[src/tms_pkg.sv]
// Purpose: shared constants of the two-mode serial unit data and pin block
// Assumes: 16-bit register addresses, 8-bit data
// Notes: pin index 0 clock A, 1 data A, 2 data-out, 3 clock B, 4 data B
package tms_pkg;
    localparam logic [15:0] ADDR_HOLDING = 16'hFEA3;
    localparam logic [15:0] ADDR_TUNING = 16'hFEA4;
    localparam logic [15:0] ADDR_ROUTE = 16'hFEA5;
    localparam logic [15:0] ADDR_CTRL = 16'hFEB0;
    localparam logic [15:0] ADDR_LATCH = 16'hFEB1;
    localparam logic [15:0] ADDR_DIR = 16'hFEB2;
    localparam logic [15:0] ADDR_FUNC = 16'hFEB3;
    localparam logic [15:0] ADDR_ODOPT = 16'hFEB4;

    localparam logic [7:0] HOLDING_RST = 8'h00;
    localparam logic [3:0] TUNING_RST = 4'h0;
    localparam logic [3:0] TUNING_UPPER = 4'hF;
    localparam logic [7:0] ROUTE_RST = 8'h00;
    localparam logic [4:0] CTRL_RST = 5'h00;
    localparam logic [4:0] PORT_RST = 5'h00;
    localparam logic [4:0] FUNC_RST = 5'h1F;

    // pin_route_select fields
    localparam int RT_CLK_EN = 0;
    localparam int RT_DAT_EN = 1;
    localparam int RT_SDO_EN = 2;
    localparam int RT_PAIR = 3;
    localparam int RT_CLK_OD = 4;
    localparam int RT_DAT_OD = 5;
    localparam int RT_SDO_OD = 6;

    // control register fields
    localparam int CT_PROTO = 0;
    localparam int CT_MASTER = 1;
    localparam int CT_XMIT = 2;
    localparam int CT_3WIRE = 3;
    localparam int CT_DONE = 4;

    localparam int NUM_PINS = 5;
    localparam int SYNC_STAGES = 3;
    localparam logic [3:0] BIT_COUNT_BYTE = 4'h8;
    localparam logic [3:0] BIT_COUNT_I2C_FRAME = 4'h9;
endpackage : tms_pkg

[src/tms_pin_sync.sv]
// Purpose: three-stage pin synchroniser with agreement filter
// Assumes: input is asynchronous to clk
// Notes: output changes only once stages two and three agree
`timescale 1ns/1ps
module tms_pin_sync
    import tms_pkg::*;
(
    input wire logic clk, // system clock
    input wire logic rst_n, // async reset, low
    input wire logic rst_val, // unused; output and stages reset high
    input wire logic pin_i, // raw pin level
    output logic pin_s // filtered level
);
    logic s1_reg;
    logic s2_reg;
    logic s3_reg;
    logic out_reg;

    always_ff @(posedge clk or negedge rst_n) begin
        if (!rst_n) begin
            s1_reg <= 1'b1;
            s2_reg <= 1'b1;
            s3_reg <= 1'b1;
        end else begin
            s1_reg <= pin_i;
            s2_reg <= s1_reg;
            s3_reg <= s2_reg;
        end
    end

    always_ff @(posedge clk or negedge rst_n) begin
        if (!rst_n) begin
            out_reg <= 1'b1;
        end else if (s2_reg == s3_reg) begin
            out_reg <= s3_reg;
        end
    end

    assign pin_s = out_reg;
endmodule : tms_pin_sync

[src/tms_pin_drv.sv]
// Purpose: one port pin: direction, latch, serial routing, output type
// Assumes: all controls come from the clk domain
// Notes: outputs are registered; pull-up is a request to the pad
`timescale 1ns/1ps
module tms_pin_drv
    import tms_pkg::*;
(
    input wire logic clk, // system clock
    input wire logic rst_n, // async reset, low
    input wire logic dir, // 1 = output
    input wire logic latch, // port data latch
    input wire logic func_ctl, // 0 = pin given to serial unit
    input wire logic chosen, // routing picks this pin
    input wire logic enable, // serial output enable
    input wire logic od_type, // 1 = n-channel open drain
    input wire logic od_option, // user option: high level floats
    input wire logic serial, // serial signal
    output logic pin_o, // pad output level
    output logic pin_oe, // pad drive enable
    output logic pin_pu // pad pull-up on
);
    logic o_next;
    logic oe_next;
    logic pu_next;
    logic o_reg;
    logic oe_reg;
    logic pu_reg;

    always_comb begin
        o_next = 1'b0;
        oe_next = 1'b1;
        pu_next = 1'b0;
        if (!dir) begin
            // input: float or pull-up
            oe_next = 1'b0;
            pu_next = latch;
        end else if (latch) begin
            // latch high drives high, or floats when od_option is set
            o_next = 1'b1;
            oe_next = !od_option;
        end else if (!func_ctl && chosen && enable) begin
            // serial signal, OR with zero latch
            o_next = serial | latch;
            // open drain releases a high
            oe_next = od_type ? !serial : 1'b1;
        end
    end

    always_ff @(posedge clk or negedge rst_n) begin
        if (!rst_n) begin
            o_reg <= 1'b0;
            oe_reg <= 1'b0;
            pu_reg <= 1'b0;
        end else begin
            o_reg <= o_next;
            oe_reg <= oe_next;
            pu_reg <= pu_next;
        end
    end

    assign pin_o = o_reg;
    assign pin_oe = oe_reg;
    assign pin_pu = pu_reg;
endmodule : tms_pin_drv

[src/tms_serial_unit.sv]
// Purpose: data buffer, shift registers and pin routing of the serial unit
// Assumes: serial clock generator and start/stop sequencer sit outside
// Notes: pins 0..4 are clock A, data A, data-out, clock B, data B
`timescale 1ns/1ps
// Operation
// I2C: store received byte at 8th fall
// serial: store received byte at 8th rise
// I2C transmitter: load shifter on start
// I2C transmitter: load on write when done
// serial: load on write when slave
// software writes zeros to tuning, bit 7
// type bit selects open drain or CMOS
// pair select routes clock and data pins
// clock/data pin drives serial OR latch
// data-out pin drives serial OR latch
// input pin floats or pulls up
// unselected or disabled output pin drives low
// latch high drives high or floats
// software clears function control before use
// data-out pin only in three-wire mode
// software sets enables and open drain
// software floats external clock, receive data
// done flag holds master clock low
// other buffer writes leave shifter alone
// buffer reads return last stored byte
module tms_serial_unit
    import tms_pkg::*;
(
    input wire logic clk, // system clock 100 MHz
    input wire logic rst_n, // async reset, low
    input wire logic [15:0] addr, // register address
    input wire logic [7:0] wdata, // write data
    input wire logic wr, // write strobe
    input wire logic rd, // read strobe
    output logic [7:0] rdata, // read data, cycle after rd
    input wire logic clk_gen, // generated serial clock level
    input wire logic scl_a_i, // clock pin A level
    input wire logic sda_a_i, // data pin A level
    input wire logic scl_b_i, // clock pin B level
    input wire logic sda_b_i, // data pin B level
    output logic scl_a_o, // clock pin A output
    output logic scl_a_oe, // clock pin A drive
    output logic scl_a_pu, // clock pin A pull-up
    output logic sda_a_o, // data pin A output
    output logic sda_a_oe, // data pin A drive
    output logic sda_a_pu, // data pin A pull-up
    output logic sdo_o, // data-out pin output
    output logic sdo_oe, // data-out pin drive
    output logic sdo_pu, // data-out pin pull-up
    output logic scl_b_o, // clock pin B output
    output logic scl_b_oe, // clock pin B drive
    output logic scl_b_pu, // clock pin B pull-up
    output logic sda_b_o, // data pin B output
    output logic sda_b_oe, // data pin B drive
    output logic sda_b_pu, // data pin B pull-up
    output logic start_seen, // start condition pulse
    output logic byte_stored // received byte stored pulse
);
    logic [7:0] holding_reg;
    logic [3:0] tuning_reg;
    logic [7:0] route_reg;
    logic [4:0] ctrl_reg;
    logic [4:0] latch_reg;
    logic [4:0] dir_reg;
    logic [4:0] func_reg;
    logic [4:0] odopt_reg;
    logic [7:0] rx_reg;
    logic [7:0] tx_reg;
    logic [3:0] cnt_reg;
    logic [7:0] rdata_reg;
    logic scl_prev_reg;
    logic sda_prev_reg;
    logic [3:0] raw_in;
    logic [3:0] sync_in;
    logic scl_s;
    logic sda_s;
    logic scl_rise;
    logic scl_fall;
    logic start_det;
    logic sync_mode;
    logic master;
    logic xmit;
    logic three_wire;
    logic done;
    logic wr_holding;
    logic store_rx;
    logic set_done;
    logic load_tx;
    logic scl_serial;
    logic sda_serial;
    logic [NUM_PINS-1:0] chosen_v;
    logic [NUM_PINS-1:0] enable_v;
    logic [NUM_PINS-1:0] odtype_v;
    logic [NUM_PINS-1:0] serial_v;
    logic [NUM_PINS-1:0] pin_o_v;
    logic [NUM_PINS-1:0] pin_oe_v;
    logic [NUM_PINS-1:0] pin_pu_v;

    assign sync_mode = ctrl_reg[CT_PROTO];
    assign master = ctrl_reg[CT_MASTER];
    assign xmit = ctrl_reg[CT_XMIT];
    assign three_wire = ctrl_reg[CT_3WIRE];
    assign done = ctrl_reg[CT_DONE];
    assign wr_holding = wr && (addr == ADDR_HOLDING);

    // pin inputs through three-stage synchronisers
    assign raw_in = {sda_b_i, scl_b_i, sda_a_i, scl_a_i};
    genvar gi;
    generate
        for (gi = 0; gi < 4; gi = gi + 1) begin : g_sync
            tms_pin_sync u_sync (
                .clk(clk),
                .rst_n(rst_n),
                .rst_val(1'b1),
                .pin_i(raw_in[gi]),
                .pin_s(sync_in[gi])
            );
        end
    endgenerate

    // input side follows the selected pair
    assign scl_s = route_reg[RT_PAIR] ? sync_in[2] : sync_in[0];
    assign sda_s = route_reg[RT_PAIR] ? sync_in[3] : sync_in[1];

    always_ff @(posedge clk or negedge rst_n) begin
        if (!rst_n) begin
            scl_prev_reg <= 1'b1;
            sda_prev_reg <= 1'b1;
        end else begin
            scl_prev_reg <= scl_s;
            sda_prev_reg <= sda_s;
        end
    end

    assign scl_rise = scl_s && !scl_prev_reg;
    assign scl_fall = !scl_s && scl_prev_reg;
    assign start_det = !sync_mode && scl_s && scl_prev_reg && sda_prev_reg && !sda_s;

    // bit counter: clock rises in current frame
    always_ff @(posedge clk or negedge rst_n) begin
        if (!rst_n) begin
            cnt_reg <= 4'h0;
        end else if (start_det) begin
            cnt_reg <= 4'h0;
        end else if (scl_rise) begin
            cnt_reg <= cnt_reg + 4'h1;
        end else if (scl_fall && sync_mode && cnt_reg == BIT_COUNT_BYTE) begin
            cnt_reg <= 4'h0;
        end else if (scl_fall && !sync_mode && cnt_reg == BIT_COUNT_I2C_FRAME) begin
            cnt_reg <= 4'h0;
        end
    end

    // receive shifter samples data on clock rise, data bits only
    always_ff @(posedge clk or negedge rst_n) begin
        if (!rst_n) begin
            rx_reg <= 8'h00;
        end else if (scl_rise && cnt_reg < BIT_COUNT_BYTE) begin
            rx_reg <= {rx_reg[6:0], sda_s};
        end
    end

    always_comb begin
        store_rx = 1'b0;
        if (!sync_mode) begin
            // falling edge of 8th clock
            store_rx = scl_fall && cnt_reg == BIT_COUNT_BYTE;
        end else begin
            // rising edge of 8th clock
            store_rx = scl_rise && cnt_reg == BIT_COUNT_BYTE - 4'h1;
        end
    end

    // done after ack clock in I2C, after 8th rise in serial mode
    assign set_done = sync_mode ? store_rx : (scl_fall && cnt_reg == BIT_COUNT_I2C_FRAME);

    always_comb begin
        load_tx = 1'b0;
        if (!sync_mode && xmit) begin
            // start seen or write while done
            load_tx = start_det || (wr_holding && done);
        end else if (sync_mode && xmit) begin
            // write while slave
            load_tx = wr_holding && !master;
        end
    end

    // holding register: received byte wins a same-cycle write
    always_ff @(posedge clk or negedge rst_n) begin
        if (!rst_n) begin
            holding_reg <= HOLDING_RST;
        end else if (store_rx) begin
            holding_reg <= sync_mode ? {rx_reg[6:0], sda_s} : rx_reg;
        end else if (wr_holding) begin
            holding_reg <= wdata;
        end
    end

    // shifter changes only on load or clock fall
    always_ff @(posedge clk or negedge rst_n) begin
        if (!rst_n) begin
            tx_reg <= 8'hFF;
        end else if (load_tx) begin
            // a qualifying write sends the new byte, not the old one
            tx_reg <= wr_holding ? wdata : holding_reg;
        end else if (scl_fall && cnt_reg != 4'h0 && cnt_reg < BIT_COUNT_BYTE) begin
            tx_reg <= {tx_reg[6:0], 1'b1};
        end else if (scl_fall && cnt_reg == BIT_COUNT_BYTE) begin
            tx_reg <= 8'hFF;
        end
    end

    // control register; done set wins over a software clear
    always_ff @(posedge clk or negedge rst_n) begin
        if (!rst_n) begin
            ctrl_reg <= CTRL_RST;
        end else begin
            if (wr && addr == ADDR_CTRL) begin
                ctrl_reg <= wdata[4:0];
            end
            if (set_done) begin
                ctrl_reg[CT_DONE] <= 1'b1;
            end
        end
    end

    // tuning bits 3..0 and route bit 7 stored as written
    always_ff @(posedge clk or negedge rst_n) begin
        if (!rst_n) begin
            tuning_reg <= TUNING_RST;
            route_reg <= ROUTE_RST;
        end else if (wr && addr == ADDR_TUNING) begin
            tuning_reg <= wdata[3:0];
        end else if (wr && addr == ADDR_ROUTE) begin
            route_reg <= wdata;
        end
    end

    // port registers: latch, direction, function, option
    always_ff @(posedge clk or negedge rst_n) begin
        if (!rst_n) begin
            latch_reg <= PORT_RST;
            dir_reg <= PORT_RST;
            func_reg <= FUNC_RST;
            odopt_reg <= PORT_RST;
        end else if (wr) begin
            case (addr)
                ADDR_LATCH: latch_reg <= wdata[4:0];
                ADDR_DIR: dir_reg <= wdata[4:0];
                ADDR_FUNC: func_reg <= wdata[4:0];
                ADDR_ODOPT: odopt_reg <= wdata[4:0];
                default: ;
            endcase
        end
    end

    // read data, valid the cycle after rd
    always_ff @(posedge clk or negedge rst_n) begin
        if (!rst_n) begin
            rdata_reg <= 8'h00;
        end else if (rd) begin
            case (addr)
                ADDR_HOLDING: rdata_reg <= holding_reg;
                ADDR_TUNING: rdata_reg <= {TUNING_UPPER, tuning_reg};
                ADDR_ROUTE: rdata_reg <= route_reg;
                ADDR_CTRL: rdata_reg <= {3'h0, ctrl_reg};
                ADDR_LATCH: rdata_reg <= {3'h0, latch_reg};
                ADDR_DIR: rdata_reg <= {3'h0, dir_reg};
                ADDR_FUNC: rdata_reg <= {3'h0, func_reg};
                ADDR_ODOPT: rdata_reg <= {3'h0, odopt_reg};
                default: rdata_reg <= 8'h00;
            endcase
        end else begin
            rdata_reg <= 8'h00;
        end
    end
    assign rdata = rdata_reg;

    // master clock held low while done
    assign scl_serial = master ? (clk_gen && !done) : 1'b1;
    // three-wire serial mode releases data line
    assign sda_serial = (three_wire && sync_mode) ? 1'b1 : tx_reg[7];

    always_comb begin
        // pair select picks A or B pins
        chosen_v[0] = !route_reg[RT_PAIR];
        chosen_v[1] = !route_reg[RT_PAIR];
        // data-out pin only in three-wire mode
        chosen_v[2] = sync_mode && three_wire;
        chosen_v[3] = route_reg[RT_PAIR];
        chosen_v[4] = route_reg[RT_PAIR];
        enable_v = {route_reg[RT_DAT_EN], route_reg[RT_CLK_EN], route_reg[RT_SDO_EN],
                    route_reg[RT_DAT_EN], route_reg[RT_CLK_EN]};
        odtype_v = {route_reg[RT_DAT_OD], route_reg[RT_CLK_OD], route_reg[RT_SDO_OD],
                    route_reg[RT_DAT_OD], route_reg[RT_CLK_OD]};
        // data-out pin carries transmit data
        serial_v = {sda_serial, scl_serial, tx_reg[7], sda_serial, scl_serial};
    end

    generate
        for (gi = 0; gi < NUM_PINS; gi = gi + 1) begin : g_pin
            tms_pin_drv u_pin (
                .clk(clk),
                .rst_n(rst_n),
                .dir(dir_reg[gi]),
                .latch(latch_reg[gi]),
                .func_ctl(func_reg[gi]),
                .chosen(chosen_v[gi]),
                .enable(enable_v[gi]),
                .od_type(odtype_v[gi]),
                .od_option(odopt_reg[gi]),
                .serial(serial_v[gi]),
                .pin_o(pin_o_v[gi]),
                .pin_oe(pin_oe_v[gi]),
                .pin_pu(pin_pu_v[gi])
            );
        end
    endgenerate

    assign scl_a_o = pin_o_v[0];
    assign scl_a_oe = pin_oe_v[0];
    assign scl_a_pu = pin_pu_v[0];
    assign sda_a_o = pin_o_v[1];
    assign sda_a_oe = pin_oe_v[1];
    assign sda_a_pu = pin_pu_v[1];
    assign sdo_o = pin_o_v[2];
    assign sdo_oe = pin_oe_v[2];
    assign sdo_pu = pin_pu_v[2];
    assign scl_b_o = pin_o_v[3];
    assign scl_b_oe = pin_oe_v[3];
    assign scl_b_pu = pin_pu_v[3];
    assign sda_b_o = pin_o_v[4];
    assign sda_b_oe = pin_oe_v[4];
    assign sda_b_pu = pin_pu_v[4];
    assign start_seen = start_det;
    assign byte_stored = store_rx;
endmodule : tms_serial_unit

[config.mk]
export PLATFORM = sky130hd
export DESIGN_NAME = tms_serial_unit
export DESIGN_NICKNAME = d
export VERILOG_FILES = /design/src/tms_pkg.sv /design/src/tms_pin_sync.sv /design/src/tms_pin_drv.sv /design/src/tms_serial_unit.sv
export SDC_FILE = /design/constraint.sdc
export NUM_CORES = 1
export LEC_CHECK = 0
export BUFFER_PORTS_ARGS = -buffer_cell sky130_fd_sc_hd__buf_2
export CORE_MARGIN = 2
export CORE_UTILIZATION = 53
export DETAILED_ROUTE_END_ITERATION = 16
export PLACE_DENSITY = 0.85
export REMOVE_ABC_BUFFERS = 1
export SLEW_MARGIN = 20
export SYNTH_ARGS = -nofsm -noshare
export SYNTH_HDL_FRONTEND = slang
export SYNTH_SLANG_ARGS = --single-unit
[constraint.sdc]
create_clock -name clk -period 1.85 [get_ports clk]
set_clock_uncertainty 0.05 [all_clocks]
set_input_delay 0.37 -clock clk [delete_from_list [all_inputs] [get_ports clk]]
set_output_delay 0.37 -clock clk [all_outputs]
set_load 0.01 [all_outputs]
======== After elaboration in Yosys (flattened, before gate mapping) ========
Cells that the tools add are included.
Widths: inputs -> output; s select.
word-level totals
  output and inout bits ................... 25
  logic and storage cells ................. 195
  input bits .............................. 33
  register bits after elaboration ......... 106
operators by class
  muxes and demuxes ....................... 60
  reduce and logical (&&, ||, !) cells .... 66
  bitwise logic cells ..................... 6
  magnitude comparators ................... 1
  equality and inequality tests ........... 15
  add/subtract/negate cells ............... 1
operators with widths
  kind                  number
  $eq 16x16->1 const B  8
  $pmux 8 s8            1
  $mux 8                7
  $mux 1                47
  $logic_and 1x1->1     36
  $logic_not 1->1       20
  $mux 4                4
  $reduce_and 2->1      5
  $eq 4x4->1 const B    2
  $reduce_bool 4->1     2
  $mux 5                1
  $or 1x1->1            5
  $add 4x1->4 const B   1
  $eq 1x1->1            4
  $eq 4x3->1 const B    1
  $lt 4x4->1 const B    1
  $reduce_bool 3->1     1
  $reduce_bool 2->1     1
  $logic_or 1x1->1      1
  $not 1->1             1

======== Longest topological paths before layout ========
  depth in word-level cells ............... 9
  depth in mapped cells ................... 8

======== By module ========
Synthesis repeated with hierarchy kept, for this count alone.
unflattened totals
  cells, all modules ...................... 384
  area total of the unflattened synthesis .. 4931.0 µm²
modules (own cells, without submodules)
  module           area an instance (µm²)  instances  cells each
  tms_serial_unit  3883.7                  1          314
  tms_pin_drv      116.4                   5          10
  tms_pin_sync     116.4                   4          5

======== Least setup slack after synthesis ========
OpenSTA, ideal clock, no wires.
  path kind ............................... flip-flop to output port
  from .................................... register route_reg[3]
  to ...................................... output port byte_stored
  buffers on the path ..................... 2
  data required time ...................... 1.430 ns
  cell stages (with the launch flop) ...... 8
  arrival ................................. 1.605 ns
  setup slack ............................. -0.175 ns
  cells stage by stage .................... dfrtp_1 -> mux2i_2 -> buf_2 -> nor3_1 -> and4_1 -> a21oi_1 -> buf_2 -> inv_2
on the way
  longest elaborated chain between the ends .. 5
  elaborated cells on any way between the ends .. 7
  those cells by class .................... mux (2); reduce/logical (5)
RTL lines
  item                      line                    RTL
  start: declaration        tms_serial_unit.sv:61   logic [7:0] route_reg;
  start signal: assignment  tms_serial_unit.sv:235  route_reg <= wdata;
  $mux 1 *                  tms_serial_unit.sv:122  assign scl_s = route_reg[RT_PAIR] ? sync_in[2] : sync_in[0];
  $logic_not 1->1           tms_serial_unit.sv:136  assign scl_fall = !scl_s && scl_prev_reg;
  $logic_and 1x1->1         tms_serial_unit.sv:136
  $logic_and 1x1->1         tms_serial_unit.sv:167  store_rx = scl_fall && cnt_reg == BIT_COUNT_BYTE;
  $mux 1 *                  tms_serial_unit.sv:165  if (!sync_mode) begin
  end: declaration          tms_serial_unit.sv:57   output logic byte_stored
Mark *: on every way between the ends. The rest lies on a longest branch, timed or not.

======== Final worst setup path ========
Same ends and word-level chain as after synthesis.

==> results_tabular.tex <==
\begin{tabular}{lr}
\hline
Metric & Value \\
\hline
\multicolumn{2}{l}{\textbf{Drt}} \\
\quad Antenna-violating nets left & 0 \\
\quad Via count & 3818 \\
\quad Via density per instance & around 5.8 \\
\quad Wire length per cell after detailed routing & between 15 and 20 um \\
\quad Initial DRC Count & between 200 and 300 \\
\quad Total iterations of the first detailed-routing run & 6 \\
\quad Total length of routed wires & about 12000 um \\
\quad DR DRC count & 0 \\
\multicolumn{2}{l}{\textbf{STA}} \\
\quad Min cycle time layout & between 2 and 2.5 ns \\
\quad Final Setup Violations & 10 \\
\quad Fin crit share & 120\% \\
\quad Final Slew Violations & 0 \\
\quad Fmax achieved & 451 MHz \\
\quad Worst setup margin & -0.366 ns \\
\quad Unrepaired setup endpoints after global routing & true \\
\quad Post-Route Hold Slack & $\sim$0.039 ns \\
\quad Max-slew headroom at the worst pin & between 50 and 60\% \\
\quad Worst-Margin Slew & 0.633 ns \\
\quad Final Hold Fails & 0 \\
\multicolumn{2}{l}{\textbf{CTS}} \\
\quad Clock-pin slew on the worst setup and hold paths & 0.10 ns \\
\quad CTS Buffer Depth & 2 \\
\quad Cts bufs inserted & 9 \\
\quad Clock net sink count & 106 \\
\quad Clock tree root buffer cell & clkbuf\_8 \\
\quad TritonCTS clock tree & done \\
\quad Clock latency on the worst-skew pair & about 0.38 ns \\
\quad H-tree lvl count & 3 \\
\multicolumn{2}{l}{\textbf{Die}} \\
\quad Height of the chip & slightly above 100 um \\
\quad Area enclosed by the die boundary & between 10000 and 15000 um2 \\
\quad Starting Density & a little over half \\
\quad I/O pins & between 50 and 60 \\
\quad Std-Cell Rows & 35 \\
\quad Area of the core & about 9300 um2 \\
\quad Horizontal extent of the die & slightly above 100 um \\
\multicolumn{2}{l}{\textbf{Pwr}} \\
\quad Peak VDD IR & roughly 0.00064 V \\
\quad Switching share of power & roughly 28\% \\
\quad Internal power & roughly 4 mW \\
\quad Switching power & 1.55 mW \\
\quad Overall power & 5.55 mW \\
\quad Sequential group share of total power & between 40\% and 50\% \\
\quad Pwr dens & just under 900 nW/um2 \\
\quad Clock network power share & 31.3\% \\
\quad Leak pwr & about 2.9 nW \\
\quad Gate power share & 18.8\% \\
\multicolumn{2}{l}{\textbf{Worst setup path}} \\
\quad Launching point of the worst reg2reg path & route\_reg[3]\$\_DFFE\_PN0P\_ \\
\quad Critical path required time & 1.43 ns \\
\quad Critical Path Source & route\_reg[3]\$\_DFFE\_PN0P\_ \\
\quad Terminus of the critical flop-to-flop path & tx\_reg[2]\$\_DFFE\_PN1P\_ \\
\quad Highest net fanout along the worst path & 3 \\
\quad Crit. End Element & primary output \\
\quad Worst EP arrival & 1.80 ns \\
\quad Category of the critical setup timing path & reg2out \\
\quad Worst R2R Setup Slack & -0.21 ns \\
\quad Capturing instance or port of the critical path & byte\_stored \\
\quad Depth of the worst register-to-register path & 10 \\
\quad Kind of start point of the critical path & flip-flop \\
\multicolumn{2}{l}{\textbf{Yosys}} \\
\quad Synth top area cells & dfrtp\_1 (37\%), dfstp\_2 (16\%), mux2\_1 (11\%) \\
\quad Count of flip-flops with a built-in enable after synthesis & 0 \\
\quad Most common library cells after synthesis & dfrtp\_1 (75), mux2\_1 (49), nand2\_1 (35) \\
\quad Most used flip-flop cell after synthesis & dfrtp\_1 \\
\quad Sequential element share of the synthesized area & a little over half \\
\quad Syn. warnings & 0 \\
\quad Area of the mapped netlist & just over 5000 um2 \\
\quad Cell type contributing the most total cell area after synthesis & dfrtp\_1 \\
\quad Flip-flop and latch count after synthesis & approximately 110 \\
\quad Proportion of netlist area held by the largest area contributor & between 30\% and 40\% \\
\quad Number of instances in the synthesized netlist & 416 \\
\quad Average instance area after synthesis & between 10 and 15 um2 \\
\quad FFs w/ async S/R, synth & 100\% \\
\quad Most frequent cell after synthesis & dfrtp\_1 \\
\quad Post-synth cell types & 66 \\
\multicolumn{2}{l}{\textbf{Placed design}} \\
\quad Placed instance area & roughly 6000 um2 \\
\quad PortBufs & 57 \\
\quad Routability Congestion & $\sim$0.95 \\
\quad Placed wire-length estimate after detailed placement & approximately 8400 um \\
\multicolumn{2}{l}{\textbf{Final layout}} \\
\quad Growth of design area from synthesis to finish & 23.9\% \\
\quad Count of fill cells added during filler insertion & approximately 650 \\
\quad Nets & $\sim$560 \\
\quad Share of post-route cells with drive strength above 1 & about two fifths \\
\quad Final instance area & around 6300 um2 \\
\quad Antenna Cells & 0 \\
\multicolumn{2}{l}{\textbf{GRT}} \\
\quad Global-route usage over all layers & 23.8\% \\
\quad Maximum number of pins on one net before global-route repair & 62 \\
\quad Initial antenna violation count & 0 \\
\quad Global-route wire length before repair & between 15000 and 20000 um \\
\quad Vias in the first global route & approximately 3800 \\
\quad Remaining global-route overflow & 0 \\
\multicolumn{2}{l}{\textbf{Outcome}} \\
\quad Status & complete, but fails checks \\
\quad Violated checks & negative setup slack \\
\multicolumn{2}{l}{\textbf{Hold path}} \\
\quad Class of the tightest hold or removal check & in2reg \\
\multicolumn{2}{l}{\textbf{Job}} \\
\quad Number of violations of the max-capacitance limit & 0 \\
\hline
\end{tabular}
-- final cells by class --
| cell class | count | area, um2 | share of cell area [%] |
|---|---|---|---|
| Clock buffer | 10 | 138 | 2.19 |
| Sequential cell | 106 | 2690 | 42.8 |
| Clock inverter | 6 | 111 | 1.77 |
| Inverter | 11 | 41.3 | 0.657 |
| Multi-Input combinational cell | 282 | 2360 | 37.5 |
| Timing Repair Buffer | 116 | 788 | 12.5 |
| Tap cell | 129 | 161 | 2.57 |
-- stage by stage --
stage | std cells | TNS [ns] | util (%) | worst slack, ns
after floorplan | 399 | -13.20 | - | -1.04
after CTS | 655 | -1.07 | 66.9 | -0.341
final | 660 | -2.29 | 67.7 | -0.366
after global placement | 634 | -2.22 | 62.8 | -0.148
after detailed placement | 634 | -3.58 | 62.8 | -0.202
after global routing | 660 | -3.64 | 67.7 | -0.473
-- placed cells by master, fill, tap and decap left out, types with 4 or more instances in the layout --
cell type and n:
o21ai_1 10, nor2b_1 8, or2_1 6, dfstp_2 31
o21a_1 5, nand2b_1 4, maj3_1 4, nor2_1 16
nor3_1 6, clkbuf_8 10, nand4_1 7, dfrtp_1 74
a21oi_1 11, or2_2 5, buf_6 4, nand2_1 35
a221oi_1 4, o221ai_2 7, o221a_1 6, mux2i_1 26
a31oi_1 4, inv_1 8, mux2_1 49, nor3_2 4
nand3_1 5, buf_4 53, buf_2 55
-- worst max-delay path, stage by stage (launching register included) --
cell and delay (ns):
dfrtp_2 0.42, mux2i_4 0.31, buf_6 0.14, nand4b_1 0.15, nor2_2 0.17, a21oi_2 0.09, inv_2 0.06, buf_6 0.09
-- power by group through the flow --
stage	Sequential [mW]	Clock (mW)	Combinational (mW)
final	2.77	1.74	1.05
after global routing	2.80	1.86	1.14
after CTS	2.75	1.75	0.989
after detailed placement	2.79	0	0.911
after global placement	2.77	0	0.870
after floorplan	2.74	0	0.560
-- kinds of logic after synthesis --
kind of cell    count (synthesis)  synth area share [%]
compound gates                 72                  10.9
simple gates                  122                  13.8
flops                         106                  53.0
xor+xnor                        1                 0.173
mux                            80                  17.8
buf+inv                        28                  2.74
fa+ha+maj                       7                  1.53
-- layer usage --
metal,GRT usage (%),part of all wire (%),vias to the layer above
met5,0,0,-
met4,9.33,2.4,0
met3,4.86,5.6,26
met2,38.6,49,129
met1,31.8,43,1911
li1,-,-,1752
-- worst min-delay path by stage --
stage | depth (start not counted) | startpoint | to | slack (ns)
3_3_place_gp | 1 | rst_n | cnt_reg[0]$_DFFE_PN0P_ | 0.26
4_1_cts | 1 | scl_b_i | g_sync[2].u_sync.s1_reg$_DFF_PN1_ | 0.03
5_1_grt | 1 | scl_a_i | g_sync[0].u_sync.s1_reg$_DFF_PN1_ | 0.02
2_1_floorplan | 0 | rst_n | cnt_reg[0]$_DFFE_PN0P_ | 0.02
3_5_place_dp | 1 | rst_n | cnt_reg[1]$_DFFE_PN0P_ | 0.27
6_report | 1 | scl_b_i | g_sync[2].u_sync.s1_reg$_DFF_PN1_ | 0.04
-- repair_timing --
| item | CTS | global route |
|---|---|---|
| gates cloned | 0 | 0 |
| hold endpoints to repair | 8 | 0 |
| endpoints found under the setup margin | 19 | 22 |
| pin swaps | 16 | 2 |
| setup buffers | 5 | 5 |
| gates resized for setup | 17 | 7 |
| hold buffers | 1 | 0 |
(Power assumes the default switching activity.)
